`src/verilog/fdcm_regs.vh`:
```
// Opcode, field and result constants for the miscellaneous command decoder
`ifndef FDCM_REGS_VH
`define FDCM_REGS_VH
// ----------------------------------------
// Opcodes (low five bits, low seven bits, or full byte)
// ----------------------------------------
`define FDCM_OP_DUMPREG 8'h0E
`define FDCM_OP_READID 5'h0A
`define FDCM_OP_PERP 8'h12
`define FDCM_OP_LOCK 7'h14
`define FDCM_INVALID_RESULT 8'h80
`define FDCM_DUMP_LEN 4'hA
`define FDCM_SINGLE_LEN 4'h1
`define FDCM_READID_LEN 4'h7
// ----------------------------------------
// Field positions
// ----------------------------------------
`define FDCM_LOCK_BIT 7
`define FDCM_DD_BIT 6
`define FDCM_PERP_OW_BIT 7
`define FDCM_LOCK_RES_BIT 4
// ----------------------------------------
// Last data command kinds and reset values
// ----------------------------------------
`define FDCM_LAST_FORMAT 1'h1
`define FDCM_LAST_RDWR 1'h0
`define FDCM_LOCK_RST 1'h0
`define FDCM_PERP_RST 6'h00
`define FDCM_DSEL_RST 4'h0
`endif

```
`src/verilog/fdcm_misc_cmd.v`:
```
// Miscellaneous command decoder: dump registers, read ID, perpendicular, lock, invalid
`timescale 1ns/100ps
// What this block does
// Dump shared byte gives sectors-per-track when last data command was format.
// Dump shared byte gives end-of-track when last data command was read/write.
// Drive-select and perpendicular bits stay internal, never drive the select pins.
// Host keeps internal drive-select bits matching the digital output register pins.
// Undefined opcode is a no-op, goes standby, returns one byte 80H.
// Read ID captures the first valid sector ID on the current cylinder.
// Read ID returns status zero, one, two, then cylinder, head, sector, size.
// Decode dump, read ID, perpendicular, lock; lock result carries flag in bit 4.
`include "fdcm_regs.vh"
module fdcm_misc_cmd (
	input wire ref_clk,
	input wire nrst,
	input wire cmdValid,
	input wire [7:0] cmdByte,
	input wire resAck,
	input wire lastCmdFormat,
	input wire [31:0] presentCylinderNumber,
	input wire [7:0] stepHeadUnload,
	input wire [7:0] headLoadNoDma,
	input wire [7:0] sectorsPerTrackParam,
	input wire [7:0] endTrackSector,
	input wire [7:0] configByte,
	input wire [7:0] precompStartTrack,
	input wire idValid,
	input wire [7:0] idCyl,
	input wire [7:0] idHead,
	input wire [7:0] idSector,
	input wire [7:0] idSize,
	input wire [7:0] statusByteZero,
	input wire [7:0] statusByteOne,
	input wire [7:0] statusByteTwo,
	output reg cmdReady,
	output reg resValid,
	output reg [7:0] resByte,
	output reg idSearchReq,
	output reg [1:0] idDrive,
	output reg idHeadSel,
	output reg idDoubleDensity,
	output reg standby,
	output reg lockFlag,
	output reg [5:0] perpSetting,
	output reg [3:0] driveSelInternal
);
	// ----------------------------------------
	// States
	// ----------------------------------------
	localparam ST_IDLE = 3'h0;
	localparam ST_ARG = 3'h1;
	localparam ST_SEARCH = 3'h2;
	localparam ST_RESULT = 3'h3;
	localparam KIND_DUMP = 2'h0;
	localparam KIND_RDID = 2'h1;
	localparam KIND_LOCK = 2'h2;
	localparam KIND_INV = 2'h3;

	reg [2:0] state_reg;
	reg [1:0] kind_reg;
	reg [3:0] idx_reg;
	reg [3:0] len_reg;
	reg perpArg_reg;
	reg [7:0] cId_reg;
	reg [7:0] hId_reg;
	reg [7:0] rId_reg;
	reg [7:0] nId_reg;
	reg [7:0] byte_next;

	// Opcode classifier, used for first byte decode
	function [1:0] opClass;
		input [7:0] op;
		begin
			if (op == `FDCM_OP_DUMPREG)
				opClass = 2'h0;
			else if (op[4:0] == `FDCM_OP_READID && op[7] == 1'b0 && op[5] == 1'b0)
				opClass = 2'h1;
			else if (op[6:0] == `FDCM_OP_LOCK)
				opClass = 2'h2;
			else
				opClass = 2'h3;
		end
	endfunction

	// Result byte selection by kind and index
	always @* begin
		byte_next = 8'h00;
		case (kind_reg)
			KIND_DUMP: begin
				case (idx_reg)
					4'h0: byte_next = presentCylinderNumber[7:0];
					4'h1: byte_next = presentCylinderNumber[15:8];
					4'h2: byte_next = presentCylinderNumber[23:16];
					4'h3: byte_next = presentCylinderNumber[31:24];
					4'h4: byte_next = stepHeadUnload;
					4'h5: byte_next = headLoadNoDma;
					// Shared byte choice
					4'h6: byte_next = (lastCmdFormat == `FDCM_LAST_FORMAT) ? sectorsPerTrackParam : endTrackSector;
					4'h7: byte_next = {lockFlag, 1'b0, driveSelInternal, perpSetting[1:0]};
					4'h8: byte_next = {1'b0, configByte[6:0]};
					4'h9: byte_next = precompStartTrack;
					default: byte_next = 8'h00;
				endcase
			end
			KIND_RDID: begin
				// Seven byte order
				case (idx_reg)
					4'h0: byte_next = statusByteZero;
					4'h1: byte_next = statusByteOne;
					4'h2: byte_next = statusByteTwo;
					4'h3: byte_next = cId_reg;
					4'h4: byte_next = hId_reg;
					4'h5: byte_next = rId_reg;
					4'h6: byte_next = nId_reg;
					default: byte_next = 8'h00;
				endcase
			end
			// Lock flag bit 4
			KIND_LOCK: byte_next = {3'h0, lockFlag, 4'h0};
			// Single 80H byte
			KIND_INV: byte_next = `FDCM_INVALID_RESULT;
			default: byte_next = 8'h00;
		endcase
	end

	// Command sequencer
	always @(posedge ref_clk) begin
		if (!nrst) begin
			state_reg <= ST_IDLE;
			kind_reg <= KIND_DUMP;
			idx_reg <= 4'h0;
			len_reg <= 4'h0;
			perpArg_reg <= 1'b0;
			cId_reg <= 8'h00;
			hId_reg <= 8'h00;
			rId_reg <= 8'h00;
			nId_reg <= 8'h00;
			cmdReady <= 1'b1;
			resValid <= 1'b0;
			resByte <= 8'h00;
			idSearchReq <= 1'b0;
			idDrive <= 2'h0;
			idHeadSel <= 1'b0;
			idDoubleDensity <= 1'b0;
			standby <= 1'b0;
			lockFlag <= `FDCM_LOCK_RST;
			perpSetting <= `FDCM_PERP_RST;
			driveSelInternal <= `FDCM_DSEL_RST;
		end else begin
			case (state_reg)
				ST_IDLE: begin
					if (cmdValid) begin
						standby <= 1'b0;
						idx_reg <= 4'h0;
						// Opcode decode
						if (cmdByte == `FDCM_OP_PERP) begin
							perpArg_reg <= 1'b1;
							state_reg <= ST_ARG;
						end else begin
							kind_reg <= opClass(cmdByte);
							case (opClass(cmdByte))
								KIND_DUMP: begin
									len_reg <= `FDCM_DUMP_LEN;
									cmdReady <= 1'b0;
									state_reg <= ST_RESULT;
								end
								KIND_RDID: begin
									idDoubleDensity <= cmdByte[`FDCM_DD_BIT];
									perpArg_reg <= 1'b0;
									state_reg <= ST_ARG;
								end
								KIND_LOCK: begin
									lockFlag <= cmdByte[`FDCM_LOCK_BIT];
									len_reg <= `FDCM_SINGLE_LEN;
									cmdReady <= 1'b0;
									state_reg <= ST_RESULT;
								end
								default: begin
									// No-op into standby
									standby <= 1'b1;
									len_reg <= `FDCM_SINGLE_LEN;
									cmdReady <= 1'b0;
									state_reg <= ST_RESULT;
								end
							endcase
						end
					end
				end
				ST_ARG: begin
					if (cmdValid) begin
						if (perpArg_reg) begin
							// Internal only store
							if (cmdByte[`FDCM_PERP_OW_BIT])
								driveSelInternal <= cmdByte[5:2];
							perpSetting <= cmdByte[5:0];
							state_reg <= ST_IDLE;
						end else begin
							idDrive <= cmdByte[1:0];
							idHeadSel <= cmdByte[2];
							idSearchReq <= 1'b1;
							cmdReady <= 1'b0;
							state_reg <= ST_SEARCH;
						end
					end
				end
				ST_SEARCH: begin
					// First valid ID
					if (idValid) begin
						cId_reg <= idCyl;
						hId_reg <= idHead;
						rId_reg <= idSector;
						nId_reg <= idSize;
						idSearchReq <= 1'b0;
						len_reg <= `FDCM_READID_LEN;
						state_reg <= ST_RESULT;
					end
				end
				ST_RESULT: begin
					if (!resValid) begin
						resByte <= byte_next;
						resValid <= 1'b1;
					end else if (resAck) begin
						resValid <= 1'b0;
						if (idx_reg + 4'h1 == len_reg) begin
							cmdReady <= 1'b1;
							state_reg <= ST_IDLE;
						end else begin
							idx_reg <= idx_reg + 4'h1;
						end
					end
				end
				default: state_reg <= ST_IDLE;
			endcase
		end
	end
endmodule // fdcm_misc_cmd

```
`config.mk`:
```
export PLATFORM = sky130hd
export DESIGN_NAME = fdcm_misc_cmd
export DESIGN_NICKNAME = d
export VERILOG_FILES = /design/src/verilog/fdcm_misc_cmd.v
export VERILOG_INCLUDE_DIRS = /design/src /design/src/verilog
export SDC_FILE = /design/constraint.sdc
export NUM_CORES = 1
export LEC_CHECK = 0
export BUFFER_PORTS_ARGS = -buffer_cell sky130_fd_sc_hd__buf_4
export CAP_MARGIN = 30
export CORE_ASPECT_RATIO = 1.1
export CORE_MARGIN = 2
export CORE_UTILIZATION = 30
export DETAILED_ROUTE_END_ITERATION = 10
export PLACE_DENSITY = 0.55
export REMOVE_ABC_BUFFERS = 1
export SYNTH_ARGS = -nofsm -noshare
export SYNTH_HDL_FRONTEND = slang
export SYNTH_SLANG_ARGS = --single-unit
```
`constraint.sdc`:
```
create_clock -name ref_clk -period 3.7 [get_ports ref_clk]
set_input_delay 0.37 -clock ref_clk [delete_from_list [all_inputs] [get_ports ref_clk]]
set_output_delay 0.37 -clock ref_clk [all_outputs]
set_load 0.01 [all_outputs]
```
After elaboration in Yosys (flattened, before gate mapping). Index checks and enable logic that the tools add are counted.

Add/sub/neg operators: 1. Eq/ne operators: 32. Multiplexer cells: 50. Bitwise operators: 5. Reduce and logical (&&, ||, !) cells: 27.

Operators with widths (count): 8-bit case mux with 10 select lines (1); 8-bit case mux with 7 select lines (1); 8-bit case mux with 4 select lines (1); 4-bit two-way mux (7); 4-bit case mux with 2 select lines (3); 2-bit != test, second input constant (10); 1-bit two-way mux (18); 2-bit two-way mux (9); 3-bit two-way mux (6); 4-bit by 3-bit equality test with 1-bit output, second input constant (4); 4-bit AND reduction (4); 3-bit case mux with 4 select lines (1); 3-bit AND reduction (4); 5-bit AND reduction (2); 9-bit AND reduction (1); 4-bit by 2-bit equality test with 1-bit output, second input constant (2); 4-bit equality test, second input constant (2); 8-bit by 4-bit equality test with 1-bit output, second input constant (1); 8-bit by 5-bit equality test with 1-bit output, second input constant (1); 8-bit two-way mux (1); 2-bit nonzero test (4); 7-bit by 5-bit equality test with 1-bit output, second input constant (1); 2-bit equality test, second input constant (3); 3-bit by 2-bit equality test with 1-bit output, second input constant (2); 17 further kinds (26).

Flip-flop bits (word level): 73. Input port bits: 150. Output and inout port bits: 27. Word-level logic and storage cells: 135.

Logic depth before layout (Yosys ltp).
Depth in word-level cells: 14. Depth in mapped cells: 10. Gate-level depth less buffers: 7.

Least setup slack after synthesis. Ideal clock, no wire load.

Path kind: flip-flop to flip-flop. From: reg idx_reg[0]. To: reg resByte[4]. Arrival time: 1.791 ns. Data required time: 3.581 ns. Setup slack: 1.790 ns. Cell stages (with the launch flop): 10. Path buffers: 2. Period minus slack after synthesis: 1.910 ns. Path through: dfxtp_1 -> inv_1 -> ha_1 -> clkbuf_1 -> buf_2 -> a222oi_1 -> nand2_1 -> nand3_1 -> o211ai_1 -> o221a_1.

Cells in the longest elaborated chain, start to end: 3.

RTL lines: start: declaration (RTL line fdcm_misc_cmd.v:61) `reg [3:0] idx_reg;`; start signal: assignment (RTL line fdcm_misc_cmd.v:228) `idx_reg <= idx_reg + 4'h1;`; 4-bit equality test (tied with other cells) (RTL line fdcm_misc_cmd.v:90) `case (idx_reg)`; 8-bit case mux with 10 select lines or 8-bit case mux with 7 select lines (tied branches) (RTL line fdcm_misc_cmd.v:90, fdcm_misc_cmd.v:107); 8-bit case mux with 4 select lines * (RTL line fdcm_misc_cmd.v:88) `case (kind_reg)`; end signal: assignment (RTL line fdcm_misc_cmd.v:220) `resByte <= byte_next;`; end: declaration (RTL line fdcm_misc_cmd.v:37) `output reg [7:0] resByte,`.

Mark *: on every way between the ends. The rest lies on a longest branch, timed or not. A chain may end at the register's enable or synchronous reset.

Worst setup path in the final report. Same ends and word-level chain as after synthesis.

==> impl_results.md <==
* Area of the mapped netlist at 0.00402 mm2
* Hold Crit Class: input port to register
* Area leader, netlist: dfxtp_1
* Die Y at 125 um
* CP required at 3.97 ns
* Critical path class: register to register
* Top cells by area, synth: dfxtp_1 (36%), nand2_1 (11%), a21oi_1 (8.5%)
* Crit Path Max Fanout at 33
* EDFF count, synth at 0
* Synth warnings at 0
* Nets at 819
* Grt ovf at 0
* DRC viols at 0
* Seq/Total Area, Yosys at 35.8%
* Tcrit/Tclk final at 67.8%
* Longest Clk Path Bufs at 2
* WP data arrival at 2.77 ns
* IO buf count at 175
* Placement Rows at 44
* Clock Latency Late Sink at 0.33 ns
* Crit path buffers/inverters at 2
* Share of cells above drive strength 1 at 32.2%
* Initial DRC count at 288
* Clock sinks at 72
* Synth Area in Simple Gates at 21.3%
* Dpl hpwl at 10,600 um
* Fin Setup TNS at 0 ns
* Pwr per Cell Area at 375 mW/mm2
* Post-Synth XOR/XNOR Area at 1.87%
* End of the worst register-to-register path: resByte[4]
* FF+latch count, synth at 72
* Final hold violation count at 0
* FMAX at 0.399 GHz
* CP delay by family, top: compound AO/OA/AOI/OAI gates
* Cts bufs inserted at 9
* WHS at 0.286 ns
* R2r worst-path depth at 8
* Slowest library cell on the worst path: a2111oi_4
* RSZ-0062 raised after global routing: false
* R2R Path Start: idx_reg[0]
* Total Wirelength at 14,100 um
* Vias at 4,415
* Largest net degree at the start of global routing at 40
* Synth Area per Inst at 7.82 um2
* Hold Path Cell Cnt at 3
* Commonest cells after routing, fill and taps aside: buf_4 (182), nand2_1 (114), dfxtp_1 (72)
* Hold Path Sink: rId_reg[6]
* Hold Path Origin: idSector[6]
* First-pass GRT wire length at 21,800 um
* CTS HTree Levels at 3
* Synth Area in Adders at 1.24%
* Power, Total at 2.19 mW
* Max-Cap Viols at 0
* Antenna Nets Post-Route at 0
* Worst Setup End Kind: register
* Synth async-reset ratio at 0%
* Flop-to-flop setup slack at 1.19 ns
* Die Area at 0.0143 mm2
* Initial core utilization at 30.6%
* Post-synthesis mux area share at 3.27%
* Worst Tran Pin Value at 1.06 ns
* Die width at 114 um
* CTS root buf: clkbuf_16
* Cells after Synth at 514
* Initial antenna violation count at 0
* Outcome: finished clean
* Core footprint at 0.0132 mm2
* Num ports at 177
* Final Slew Violations at 0
* WL per Instance at 16.9 um
* Final min period at 2.51 ns
* GRT Total Usage at 19.1%
* Cts repair resizes at 0
* Post-synthesis compound-gate area fraction at 30.7%
* Pleak at 2.50 nW
* Clock Skew at 0.00600 ns
* Largest family of logic cells by synthesized area: compound AO/OA/AOI/OAI gates
* Maximum VDD drop at 189 uV
* Vias in the first global route at 4,240
* Clock-pin slew on the worst setup and hold paths at 0.06 ns
* Commonest non-fill, non-tap cell in the layout: buf_4
* Pre-CTS WS at 1.21 ns
* Vias per std cell at 5.31
* Drt first pass iters at 5
* Final WS setup at 1.19 ns
* Hold Buf Count CTS at 0
* Area growth syn-to-layout at 45.0%
* Synth unique cells at 62
* Synth top area share at 35.8%
* Cell breakdown of the critical path: inv_1 > ha_1 > buf_12 > nor3_1 > a2111oi_4 > nand3_1 > o211ai_1 > o221a_1
* Diode count at 0
* Setup bufs post-CTS at 0
* Max_slew headroom at 29.2%
* Slowest Stage Delay on Critical Path at 0.55 ns
* Top FF cell, synth: dfxtp_1
* Startpoint types: register
* Final setup violating endpoints at 0
* TritonCTS clock tree: yes
* Routability cong. at 0.801
[worst max path at each step]
stage,from,end,cells past startpoint
after global routing,idx_reg[0],resByte[4],8
after detailed placement,idx_reg[0],resByte[4],8
after CTS,idx_reg[0],resByte[4],8
final,idx_reg[0],resByte[4],8
after floorplan,idx_reg[0],resByte[4],7
after global placement,idx_reg[0],resByte[4],8
[area by class of cell]
cell class                 instances  area (um2)
fill                            1336        7330
multi-input combinational        388        2350
timing repair buffer             186        1460
sequential                        72        1440
clock buffer                      11         243
tap                              161         201
clock inverter                     5         104
inverter                           8        30.0
[cell families after synthesis]
| group | after synthesis |
|---|---|
| flops | 72 |
| fa+ha+maj | 4 |
| simple gates | 189 |
| buf+inv | 54 |
| compound gates | 176 |
| mux | 13 |
| xor+xnor | 6 |
[per-stage QoR]
| step | instances | area [um2] | utilization, % |
|---|---|---|---|
| 3_3_place_gp | 812 | 5410 | 41.1 |
| 3_5_place_dp | 815 | 5490 | 41.7 |
| 6_report | 831 | 5830 | 44.3 |
| 2_1_floorplan | 468 | 3820 | - |
| 5_1_grt | 831 | 5830 | 44.3 |
| 4_1_cts | 831 | 5830 | 44.3 |
[tightest hold or removal path: stages]
cell and delay (ns):
buf_4 0.11, nand2_1 0.04, a21oi_1 0.05
[synth_stat cells (all sizes together) (4+ instances only)]
cell / n
o211a: 9
ha: 4
nand3: 27
dfxtp: 72
nand2: 114
a21oi: 68
o211ai: 7
mux2i: 12
buf: 15
nor2: 18
a22oi: 30
a222oi: 21
a31oi: 4
clkbuf: 31
inv: 8
xnor2: 4
o21ai: 19
and2: 4
[per-layer routing]
layer | vias to the layer above | track usage [%] | wire length, um
li1 | 2190 | - | -
met1 | 2075 | 23.7 | 6050
met2 | 141 | 33.6 | 7090
met3 | 9 | 3.44 | 803
met4 | 0 | 5.02 | 123
met5 | - | 0 | 0
[report_power, final]
part           switching, mW  internal [mW]
clock network          0.319          0.677
registers             0.0279          0.811
logic                  0.159          0.193
total                  0.506           1.68
Note: power is estimated with default switching activity, not from simulation.
